$ cat src/core/ict_pkg.sv
/*
 shared constants and carrier types of the instruction cycle timing block.
 assumes nothing beyond a systemverilog compiler.
*/
package ict_pkg;
    localparam int unsigned CLK_MHZ = 100;
    localparam int unsigned CLK_PERIOD_NS = 10;
    // one machine period is four crystal periods
    localparam int unsigned XTAL_PER_MACHINE = 4;
    localparam logic [3:0] WAIT_W = 4'h4;
    localparam logic [15:0] REPEAT_RESET = 16'h0001;
    localparam logic [3:0] WAIT_MAX = 4'hf;

    // memory location of a fetch or operand
    typedef enum logic [1:0] {
        ICT_LOC_RAM = 2'b00,
        ICT_LOC_ROM = 2'b01,
        ICT_LOC_EXT = 2'b10
    } ict_loc_t;

    // cycle classes that this block times
    typedef enum logic [3:0] {
        ICT_CLS_LOAD = 4'h1,
        ICT_CLS_STORE = 4'h3,
        ICT_CLS_SIMPLE = 4'h4,
        ICT_CLS_LONG_IMM = 4'h5,
        ICT_CLS_COND_BR = 4'h7,
        ICT_CLS_UNCOND_BR = 4'h8,
        ICT_CLS_PORT_RD = 4'h9,
        ICT_CLS_PORT_WR = 4'ha,
        ICT_CLS_TBL_RD = 4'hb,
        ICT_CLS_TBL_WR = 4'hc
    } ict_cls_t;

    // one instruction to be timed
    typedef struct packed {
        ict_cls_t cls;
        ict_loc_t code_loc;
        logic data_ext;
        logic tbl_in_rom;
        logic repeat_on;
        logic [15:0] repeat_n;
    } ict_req_t;

    // answer: cycle count and refusal flags
    typedef struct packed {
        logic [31:0] cycles;
        logic not_repeatable;
        logic unsupported;
    } ict_ans_t;

    typedef enum logic [0:0] {
        ICT_ST_IDLE = 1'b0,
        ICT_ST_DONE = 1'b1
    } ict_state_t;
endpackage : ict_pkg

$ cat src/core/ict_wait_calc.sv
/*
 converts a memory access time into a wait-state count.
 assumes access and limit times in ns and a constant machine period in ns.
*/
`timescale 1ns/100ps
`default_nettype none
module ict_wait_calc
    import ict_pkg::*;
(
    input wire logic clk,
    input wire logic reset,
    input wire logic clk_en,
    input wire logic [15:0] t_mem_ns,
    input wire logic [15:0] t_ac_ns,
    input wire logic [15:0] t_machine_ns,
    output logic [3:0] waits
);
    typedef struct packed {
        logic [3:0] waits;
    } ict_wc_state_t;

    ict_wc_state_t s_q, s_d;
    logic [3:0] k;

    // smallest k with t_mem <= k*t_machine + t_ac, saturating at WAIT_MAX
    always_comb begin
        logic [31:0] bound;
        bound = 32'h0;
        k = WAIT_MAX;
        for (int j = int'(WAIT_MAX); j >= 0; j--) begin
            bound = 32'(j) * 32'(t_machine_ns) + 32'(t_ac_ns);
            if (32'(t_mem_ns) <= bound) begin
                k = 4'(j);
            end
        end
        s_d = s_q;
        s_d.waits = k;
    end

    always_ff @(posedge clk) begin
        if (reset) begin
            s_q <= '0;
        end else if (clk_en) begin
            s_q <= s_d;
        end
    end

    assign waits = s_q.waits;
endmodule // ict_wait_calc
`default_nettype wire

$ cat src/core/ict_cycle_table.sv
/*
 combinational cycle formula per class and location, with registered result.
 assumes wait counts and repeat count are stable while a request is taken.
*/
`timescale 1ns/100ps
`default_nettype none
module ict_cycle_table
    import ict_pkg::*;
(
    input wire logic clk,
    input wire logic reset,
    input wire logic clk_en,
    input wire logic load,
    input wire ict_req_t req,
    input wire logic [3:0] p,
    input wire logic [3:0] d,
    input wire logic [3:0] i,
    output ict_ans_t ans
);
    typedef struct packed {
        ict_ans_t ans;
    } ict_ct_state_t;

    ict_ct_state_t s_q, s_d;

    always_comb begin
        logic [31:0] n, pp, dd, ii, c;
        logic ext_code, ext_data, rep_bad, unsup;
        n = 32'(req.repeat_n);
        ext_code = (req.code_loc == ICT_LOC_EXT);
        ext_data = req.data_ext;
        // waits only count where the access goes off chip
        pp = ext_code ? 32'(p) : 32'h0;
        dd = ext_data ? 32'(d) : 32'h0;
        ii = 32'(i);
        c = 32'h1;
        rep_bad = 1'b0;
        unsup = 1'b0;
        case (req.cls)
            ICT_CLS_LOAD: begin
                if (req.repeat_on) begin
                    c = n + n * dd + pp + ((ext_data) ? 32'h1 : 32'h0);
                end else begin
                    c = 32'h1 + dd + pp + ((ext_data) ? 32'h1 : 32'h0);
                end
            end
            ICT_CLS_STORE: begin
                c = 32'h1 + dd + pp + ((ext_data && ext_code) ? 32'h1 : 32'h0);
            end
            ICT_CLS_PORT_RD: begin
                if (req.repeat_on && !ext_code && ext_data) begin
                    c = 32'h2 * n + n * dd + n * ii;
                end else if (req.repeat_on) begin
                    c = 32'h1 + n + pp + n * ii;
                end else begin
                    c = 32'h2 + dd + pp + ii + ((ext_data && ext_code) ? 32'h1 : 32'h0);
                end
            end
            ICT_CLS_PORT_WR: begin
                c = 32'h1 + dd + pp + ii
                    + ((ext_data || ext_code) ? 32'h1 : 32'h0)
                    + ((ext_data && ext_code) ? 32'h1 : 32'h0);
            end
            ICT_CLS_LONG_IMM: begin
                rep_bad = req.repeat_on;
                c = 32'h2 + pp + pp;
            end
            ICT_CLS_COND_BR: begin
                rep_bad = req.repeat_on;
                c = 32'h2 + pp + pp;
            end
            ICT_CLS_UNCOND_BR: begin
                rep_bad = req.repeat_on;
                c = 32'h2 + pp;
            end
            ICT_CLS_TBL_WR: begin
                unsup = req.tbl_in_rom;
                c = unsup ? 32'h0 : 32'h2 + pp + dd;
            end
            default: begin
                c = req.repeat_on ? n + pp : 32'h1 + pp;
            end
        endcase
        if (rep_bad) begin
            c = 32'h0;
        end
        s_d = s_q;
        if (load) begin
            s_d.ans.cycles = c;
            s_d.ans.not_repeatable = rep_bad;
            s_d.ans.unsupported = unsup;
        end
    end

    always_ff @(posedge clk) begin
        if (reset) begin
            s_q <= '0;
        end else if (clk_en) begin
            s_q <= s_d;
        end
    end

    assign ans = s_q.ans;
endmodule // ict_cycle_table
`default_nettype wire

$ cat src/core/ict_timing.sv
/*
 instruction cycle timing top: derives p, d and i waits, holds the repeat count
 and answers each timing request one cycle after it is taken.
 assumes the requester holds access times steady and issues one request at a time.
*/
// Contract
// - program waits zero within limit, else smallest k covering access time
// - machine period equals four crystal clock periods
// - data waits use the same threshold rule
// - io waits use the same threshold rule
// - load class counts 1, 2+d, 1+p, 2+d+p by location
// - store class counts 1, 1+d, 1+p, 2+d+p by location
// - port read counts 2+i, 2+d+i, 2+p+i, 3+d+p+i
// - port write counts 1+i, 2+d+i, 2+p+i, 3+d+p+i
// - repeated load counts n, 1+n+nd, n+p, 1+n+nd+p
// - repeated port read counts 1+n+ni, 2n+nd+ni, 1+n+p+ni
// - long immediate instructions cannot be repeated
// - conditional branches cannot be repeated
// - unconditional branch, call, return, trap cannot be repeated
// - table write into rom is unsupported
// - repeat count n comes from repeat-next or repeat-immediate
`timescale 1ns/100ps
`default_nettype none
module ict_timing
    import ict_pkg::*;
(
    input wire logic clk,
    input wire logic reset,
    input wire logic clk_en,
    input wire logic [15:0] xtal_period_ns,
    input wire logic [15:0] t_ac_ns,
    input wire logic [15:0] t_prog_mem_ns,
    input wire logic [15:0] t_data_mem_ns,
    input wire logic [15:0] t_io_mem_ns,
    input wire logic repeat_next_op,
    input wire logic repeat_immediate_op,
    input wire logic [15:0] repeat_count,
    input wire logic req_valid,
    input wire ict_req_t req,
    output logic ans_valid,
    output ict_ans_t ans,
    output logic [3:0] prog_waits,
    output logic [3:0] data_waits,
    output logic [3:0] io_waits
);
    typedef struct packed {
        ict_state_t st;
        logic [15:0] rep_n;
        logic [15:0] machine_ns;
    } ict_top_state_t;

    ict_top_state_t s_q, s_d;
    ict_req_t req_eff;
    logic take;

    // requests are taken only while idle, so one answer per request
    assign take = req_valid && (s_q.st == ICT_ST_IDLE);

    // machine period, repeat count capture and answer sequencing
    always_comb begin
        s_d = s_q;
        s_d.machine_ns = 16'(xtal_period_ns * 16'(XTAL_PER_MACHINE));
        if (repeat_next_op || repeat_immediate_op) begin
            s_d.rep_n = repeat_count;
        end
        case (s_q.st)
            ICT_ST_IDLE: begin
                if (take) begin
                    s_d.st = ICT_ST_DONE;
                end
            end
            ICT_ST_DONE: begin
                s_d.st = ICT_ST_IDLE;
            end
            default: begin
                s_d.st = ICT_ST_IDLE;
            end
        endcase
    end

    always_ff @(posedge clk) begin
        if (reset) begin
            s_q.st <= ICT_ST_IDLE;
            s_q.rep_n <= REPEAT_RESET;
            s_q.machine_ns <= 16'h0;
        end else if (clk_en) begin
            s_q <= s_d;
        end
    end

    // the repeat count of the request is the captured one
    always_comb begin
        req_eff = req;
        req_eff.repeat_n = s_q.rep_n;
    end

    // one threshold rule shared by program, data and io
    ict_wait_calc u_prog (
        .clk(clk),
        .reset(reset),
        .clk_en(clk_en),
        .t_mem_ns(t_prog_mem_ns),
        .t_ac_ns(t_ac_ns),
        .t_machine_ns(s_q.machine_ns),
        .waits(prog_waits)
    );
    ict_wait_calc u_data (
        .clk(clk),
        .reset(reset),
        .clk_en(clk_en),
        .t_mem_ns(t_data_mem_ns),
        .t_ac_ns(t_ac_ns),
        .t_machine_ns(s_q.machine_ns),
        .waits(data_waits)
    );
    ict_wait_calc u_io (
        .clk(clk),
        .reset(reset),
        .clk_en(clk_en),
        .t_mem_ns(t_io_mem_ns),
        .t_ac_ns(t_ac_ns),
        .t_machine_ns(s_q.machine_ns),
        .waits(io_waits)
    );

    ict_cycle_table u_tab (
        .clk(clk),
        .reset(reset),
        .clk_en(clk_en),
        .load(take && clk_en),
        .req(req_eff),
        .p(prog_waits),
        .d(data_waits),
        .i(io_waits),
        .ans(ans)
    );

    assign ans_valid = (s_q.st == ICT_ST_DONE);

    a_ans_one_cycle: assert property (@(posedge clk) disable iff (reset)
        (take && clk_en) |=> ans_valid)
        else $error("answer did not follow a taken request");
    a_onchip_load: assert property (@(posedge clk) disable iff (reset)
        (take && clk_en && req.cls == ICT_CLS_LOAD && !req.repeat_on
         && req.code_loc != ICT_LOC_EXT && !req.data_ext)
        |=> ans.cycles == 32'h1)
        else $error("on-chip load not one cycle");
    a_store_ext: assert property (@(posedge clk) disable iff (reset)
        (take && clk_en && req.cls == ICT_CLS_STORE && !req.repeat_on
         && req.code_loc != ICT_LOC_EXT && req.data_ext)
        |=> ans.cycles == 32'h1 + 32'($past(data_waits)))
        else $error("store with external data wrong");
    a_port_rd_int: assert property (@(posedge clk) disable iff (reset)
        (take && clk_en && req.cls == ICT_CLS_PORT_RD && !req.repeat_on
         && req.code_loc != ICT_LOC_EXT && !req.data_ext)
        |=> ans.cycles == 32'h2 + 32'($past(io_waits)))
        else $error("port read on chip wrong");
    a_port_wr_int: assert property (@(posedge clk) disable iff (reset)
        (take && clk_en && req.cls == ICT_CLS_PORT_WR
         && req.code_loc != ICT_LOC_EXT && !req.data_ext)
        |=> ans.cycles == 32'h1 + 32'($past(io_waits)))
        else $error("port write on chip wrong");
    a_no_repeat_imm: assert property (@(posedge clk) disable iff (reset)
        (take && clk_en && req.repeat_on && req.cls == ICT_CLS_LONG_IMM)
        |=> ans.not_repeatable)
        else $error("long immediate repeat not refused");
    a_no_repeat_cb: assert property (@(posedge clk) disable iff (reset)
        (take && clk_en && req.repeat_on && req.cls == ICT_CLS_COND_BR)
        |=> ans.not_repeatable)
        else $error("conditional branch repeat not refused");
    a_no_repeat_ub: assert property (@(posedge clk) disable iff (reset)
        (take && clk_en && req.repeat_on && req.cls == ICT_CLS_UNCOND_BR)
        |=> ans.not_repeatable)
        else $error("branch repeat not refused");
    a_table_write_op_rom: assert property (@(posedge clk) disable iff (reset)
        (take && clk_en && req.cls == ICT_CLS_TBL_WR && req.tbl_in_rom)
        |=> ans.unsupported && ans.cycles == 32'h0)
        else $error("rom table write not flagged");
    a_rep_capture: assert property (@(posedge clk) disable iff (reset)
        (clk_en && repeat_immediate_op) |=> s_q.rep_n == $past(repeat_count))
        else $error("repeat count not captured");
    a_machine_x4: assert property (@(posedge clk) disable iff (reset)
        clk_en |=> s_q.machine_ns == 16'($past(xtal_period_ns) * 16'h4))
        else $error("machine period not four crystal periods");
endmodule // ict_timing
`default_nettype wire

$ cat config.mk
export PLATFORM = sky130hd
export DESIGN_NAME = ict_timing
export DESIGN_NICKNAME = d
export VERILOG_FILES = /design/src/core/ict_pkg.sv /design/src/core/ict_wait_calc.sv /design/src/core/ict_cycle_table.sv /design/src/core/ict_timing.sv
export SDC_FILE = /design/constraint.sdc
export NUM_CORES = 2
export LEC_CHECK = 0
export BUFFER_PORTS_ARGS = -buffer_cell sky130_fd_sc_hd__buf_4
export CAP_MARGIN = 20
export CORE_MARGIN = 1
export CORE_UTILIZATION = 50
export CTS_CLUSTER_SIZE = 12
export DETAILED_ROUTE_END_ITERATION = 8
export HOLD_SLACK_MARGIN = 0.03
export PLACE_DENSITY = 0.66
export SYNTH_ARGS = -nofsm -noshare
export SYNTH_HDL_FRONTEND = slang
export SYNTH_HIERARCHICAL = 1
export SYNTH_SLANG_ARGS = --single-unit
$ cat constraint.sdc
create_clock -name clk -period 8.8 [get_ports clk]
set_input_delay 0.44 -clock clk [delete_from_list [all_inputs] [get_ports clk]]
set_output_delay 0.44 -clock clk [all_outputs]
set_load 0.01 [all_outputs]
# After elaboration in Yosys (flattened, before gate mapping)
# Index checks and enable logic that the tools add are counted.
[op_classes]
reduce_logical = 12
addsub = 38
multipliers = 12
n_eq_ne = 9
n_bitwise = 1
n_mux = 61
magnitude_cmp = 45
[ops]
columns = ["cell", "n"]
rows = [
  ["$le 16x32->1", 42],
  ["$add 32x32->32", 11],
  ["$pmux 32 s7", 1],
  ["$mux 32", 6],
  ["$add 20x16->21", 6],
  ["$mux 4", 26],
  ["$add 19x16->20", 4],
  ["$mul 3x14->17 const A", 4],
  ["$add 1x32->32 const A", 2],
  ["$add 16x32->32", 2],
  ["$add 2x32->32 const A", 2],
  ["$add 32x20->32", 2],
  ["$add 32x4->32", 2],
  ["$mul 4x14->18 const A", 3],
  ["$le 16x16->1", 3],
  ["$mul 2x14->16 const A", 3],
  ["$add 18x16->19", 2],
  ["$mux 3", 12],
  ["$add 17x32->32", 1],
  ["$add 32x1->32", 1],
  ["$mul 16x32->32", 1],
  ["$mul 16x4->20", 1],
  ["$add 17x16->18", 1],
  ["$add 1x16->17 const A", 1],
  ["16 further kinds", 39],
]
[word_totals]
regBits = 77

# Longest topological paths before layout
[logic_depth]
depth_word = 18
ltp_mapped = 33

# By module
# The synthesis kept the hierarchy.
[by_module_without_submodules]
columns = ["module", "seq_area_each_um2", "instances", "cells_per_inst", "area_each_um2"]
rows = [
  ["ict_wait_calc at u_prog", 80.1, 1, 2484, 20314.5],
  ["ict_wait_calc at u_data", 80.1, 1, 2482, 20176.9],
  ["ict_wait_calc at u_io", 80.1, 1, 2487, 20151.8],
  ["ict_cycle_table", 480.5, 1, 1455, 11055.6],
  ["ict_timing", 620.6, 1, 121, 1277.5],
]

# Least setup slack after synthesis
# OpenSTA, ideal clock, no wires.
[synth_timing]
path_type = "register to register"
startpoint = "reg s_q[4] (netlist bit)"
endpoint = "reg u_io.s_q, in the netlist u_io/waits[2]"
setup_time_ns = 0.074
path_slack_ns = 1.676
stages_incl_launch_ff = 25
synth_period_minus_slack_ns = 7.124
arrival_time_ns = 7.050
path_cell_list = "dfxtp_1 ha_1 inv_1 fa_1 inv_1 fa_1 ha_1 o21a_1 o31a_1 o31ai_1 nand2_1 a21o_1 a21oi_1 xor2_1 ha_1 o21a_1 o21ai_0 a221oi_1 nand3_1 a31o_2 a2111oi_0 nor4bb_1 or3b_1 o2111a_1 o21ai_0"
[synth_via]
elab_chain_cells = 15
[synth_lines]
columns = ["item", "line", "source"]
rows = [
  ["start, declared", "ict_timing.sv:52", "ict_top_state_t s_q, s_d;"],
  ["$mul 4x14->18", "ict_wait_calc.sv:31", "bound = 32'(j) * 32'(t_machine_ns) + 32'(t_ac_ns);"],
  ["$add 20x16->21", "ict_wait_calc.sv:31", ""],
  ["$le 16x32->1", "ict_wait_calc.sv:32", "if (32'(t_mem_ns) <= bound) begin"],
  ["$mux 3 (4 in a row)", "ict_wait_calc.sv:32", ""],
  ["$mux 4 (6 in a row)", "ict_wait_calc.sv:32", ""],
  ["$mux 4 (*) (2 in a row)", "ict_wait_calc.sv:32", ""],
  ["end signal, assigned", "ict_wait_calc.sv:42", "s_q <= '0;"],
  ["end signal, assigned", "ict_wait_calc.sv:44", "s_q <= s_d;"],
  ["end, declared", "ict_wait_calc.sv:22", "ict_wc_state_t s_q, s_d;"],
]
# Every way passes the cells marked *; elsewhere a longest branch is shown, timed or not.
# A chain may end at the register's enable or synchronous reset.

# Final worst setup path
[layout_timing]
startpoint = "reg u_data.s_q, in the netlist u_data/waits[1]"
endpoint = "reg u_tab.s_q, in the netlist u_tab/ans[22]"
[layout_via]
elab_chain_cells = 9
[layout_lines]
columns = ["item", "line", "source"]
rows = [
  ["start, declared", "ict_wait_calc.sv:22", ""],
  ["start signal, assigned", "ict_wait_calc.sv:42", ""],
  ["start signal, assigned", "ict_wait_calc.sv:44", ""],
  ["$mux 4 (*)", "ict_cycle_table.sv:34", "dd = ext_data ? 32'(d) : 32'h0;"],
  ["branches (longest 6 deep; another with $mul 16x32->32)", "-", ""],
  ["$pmux 32 s7 (*)", "ict_cycle_table.sv:39", "case (req.cls)"],
  ["$mux 32 (*)", "ict_cycle_table.sv:84", "if (rep_bad) begin"],
  ["end signal, assigned", "ict_cycle_table.sv:97", "s_q <= '0;"],
  ["end signal, assigned", "ict_cycle_table.sv:99", "s_q <= s_d;"],
  ["end, declared", "ict_cycle_table.sv:24", "ict_ct_state_t s_q, s_d;"],
]
# Every way passes the cells marked *.

==> impl_metrics.json <==
{
  "synth_cells": 9029,
  "rows": 139,
  "track_usage_pct": 34.08,
  "worst_slew_margin_rel_pct": 22.23,
  "detail_route.iter0.violations": 6214,
  "p_leak_nw": 39.25,
  "insertion_delay_ns": 0.36,
  "p_per_area_mw_per_mm2": 128.7,
  "finalClockSkew_ns": 0.01578,
  "max_slew.worst_pin.slew_ns": 1.165,
  "synthTopCellsByArea": "ha_1 (29%), fa_1 (14%), inv_1 (5.1%)",
  "hold_violations": 0,
  "required_ns": 9.05,
  "cp.arrival_ns": 7.95,
  "cp_top_family": "compound AO/OA/AOI/OAI gates",
  "grt_pass1_wl_mm": 390.4,
  "max_stage_delay_ns": 0.65,
  "htreeDepth": 3,
  "gp_congestion": 0.9671,
  "syn_avg_cell_area_um2": 8.082,
  "vias": 70020,
  "holdBufCountCts": 0,
  "cp_slowest_cell": "a2111oi_0",
  "first_pass_iters": 8,
  "dp.cells": 11170,
  "wl_per_cell_um": 23.17,
  "synth_edf_count": 0,
  "yosysUniqueCellTypes": 121,
  "clkSinkCount": 67,
  "clock_path_buffers": 2,
  "post_cts_resized": 0,
  "layout-drive-gt1-share_pct": 4.169,
  "nNetsFinal": 11620,
  "ys_ff_latch": 67,
  "cts_root_buf": "clkbuf_16",
  "fin_crit_ns": 7.705,
  "startpoint_type": "register",
  "cap_viol_max_count": 0,
  "whs_path_depth": 3,
  "outcome": "completed",
  "cts_tree": "yes",
  "hp-start": "xtal_period_ns[10]",
  "portBuffers": 145,
  "coreArea_mm2": 0.1442,
  "min_path_type": "in2reg",
  "finalSetupViolations": 0,
  "seq_area_frac_synth_pct": 1.838,
  "path_max_fanout": 12,
  "cts.clk_slew.worst_paths_ns": 0.07,
  "rsz0062_at_grt": "false",
  "drc": 0,
  "die_w_um": 384.0,
  "area_growth_pct": 6.237,
  "min_to": "s_q[12]",
  "timing.final.crit_share_pct": 87.56,
  "crit_start": "u_data/waits[1]",
  "cts_made_buffers": 9,
  "fmax_ghz": 0.1298,
  "slew_viol_final": 0,
  "ys_warn_count": 6,
  "r2r_setup_slack_ns": 1.09,
  "start_util_pct": 50.62,
  "instances_no_fill": 11190,
  "grt_max_degree": 49,
  "final_common_cell": "ha_1",
  "syn_area_mm2": 0.07298,
  "power_mw": 9.974,
  "grt_overflow": 0,
  "finalWirelength_mm": 259.3,
  "antenna_found_initial": 3,
  "crit_type": "reg2reg",
  "reg2reg_from": "u_data/waits[1]",
  "ir_drop_uv": 100.9,
  "die_area_mm2": 0.1475,
  "place_area_mm2": 0.07721,
  "final.setup.tns_ns": 0,
  "r2r_end": "u_tab/ans[22]",
  "synthDominantCellAreaShare_pct": 28.99,
  "synth_flop_cell": "dfxtp_1",
  "grt_pass1_vias": 66800,
  "postLayoutCellArea_mm2": 0.07753,
  "synth_top_cell_by_area": "ha_1",
  "r2r_cells": 27,
  "ant_nets": 0,
  "viasPerCell": 6.257,
  "die_h_um": 384.0,
  "final_cell_mix": "ha_1 (1691), inv_1 (983), a21oi_1 (719), nand2_1 (533), fa_1 (521)",
  "cp_num_buf_inv": 1,
  "dp_hpwl_mm": 202.7,
  "ios": 174,
  "cts_setup_buffers": 0,
  "end_kind": "register",
  "synthArstFlopShare_pct": 0
}
metrics by stage:
step | utilization, % | setup slack (ns) | hold slack, ns
2_1_floorplan | - | 1.676 | 0.4760
3_3_place_gp | 53.53 | 1.213 | 0.4459
3_5_place_dp | 53.55 | 1.139 | 0.4490
4_1_cts | 53.76 | 1.139 | 0.3018
5_1_grt | 53.77 | 0.7292 | 0.3208
6_report | 53.77 | 1.095 | 0.3192
report_power, final:
part	switching [mW]	total (mW)	internal [mW]	leakage (nW)
clock	0.167	0.388	0.221	0.146
sequential	0.0874	0.402	0.315	0.556
combinational	5.33	9.18	3.86	38.6
total	5.58	9.97	4.39	39.3
layer usage:
layer	vias to the layer above	track usage, %	routed length [um]
met5	-	0	12
met4	2	12.38	11210
met3	488	3.159	17800
met2	2744	55.96	115900
met1	33630	46.23	114400
li1	33160	-	-
Yosys cell counts (all sizes together) (15+ instances only):
cell	instances
o31ai	52
o311ai	17
nor4	47
a21boi	45
a211o	46
nor2b	147
o21bai	95
nor3b	17
a21o	348
o31a	26
or3	60
a2111oi	44
o211ai	87
nor2	476
or4	21
nand3	209
clkbuf	62
o21ai	508
and2	56
nand2	533
o22ai	18
o2111ai	30
a211oi	108
a21oi	723
fa	521
or2	34
nand2b	184
a31oi	65
a41oi	20
xnor2	377
a22oi	17
nand3b	17
mux2i	52
and4	23
xor2	344
o21a	211
ha	1691
a221oi	45
inv	983
buf	20
nor3	162
nand4	133
and3	96
o41ai	15
dfxtp	67
worst reg2reg max path: cells and delay by family (launching register included):
kind / cells / cell delay, ns
buf+inv: 1 / 0.07
flops: 1 / 0.58
compound gates: 12 / 3.10
xor+xnor: 3 / 0.44
fa+ha+maj: 5 / 2.31
simple gates: 6 / 1.08
state kept, by name (all words and copies together), names as in the netlist:
| signal | cells |
|---|---|
| ans_valid | 1 |
| req_eff | 16 |
| s_q | 14 |
| u_data/waits | 4 |
| u_io/waits | 4 |
| u_prog/waits | 4 |
| u_tab/ans | 24 |
kinds of logic (layout without fill, tap and decap cells):
group	after synthesis	count (layout)	share of synthesized area [%]
AOI/OAI and AO/OA	2647	2647	24.11
and+or+nand+nor	2255	2255	15.65
adders and majority gates	2213	2213	43.30
buffers and inverters	1065	1233	5.588
xor gates and xnor gates	721	721	8.684
DFF	67	67	1.838
muxes	59	59	0.8213
other	2	92	0.01029
worst max-delay path by stage:
stage | cells after the start | endpoint | slack (ns)
after floorplan | 24 | u_io/waits[2] | 1.68
after global placement | 28 | u_tab/ans[22] | 1.21
after detailed placement | 28 | u_tab/ans[22] | 1.14
after CTS | 27 | u_tab/ans[22] | 1.14
after global routing | 27 | u_tab/ans[22] | 0.73
final | 27 | u_tab/ans[22] | 1.09
area by class of cell:
type | instances | area (um2)
Multi-Input combinational cell | 7983 | 67890
Antenna cell | 4 | 10.01
Timing Repair Buffer | 234 | 1872
Sequential cell | 67 | 1394
Fill cell | 13790 | 66650
Tap cell | 1903 | 2381
Inverter | 983 | 3690
Clock buffer | 10 | 229.0
Clock inverter | 6 | 66.31
No activity file was read; power rests on OpenSTA's default activity.
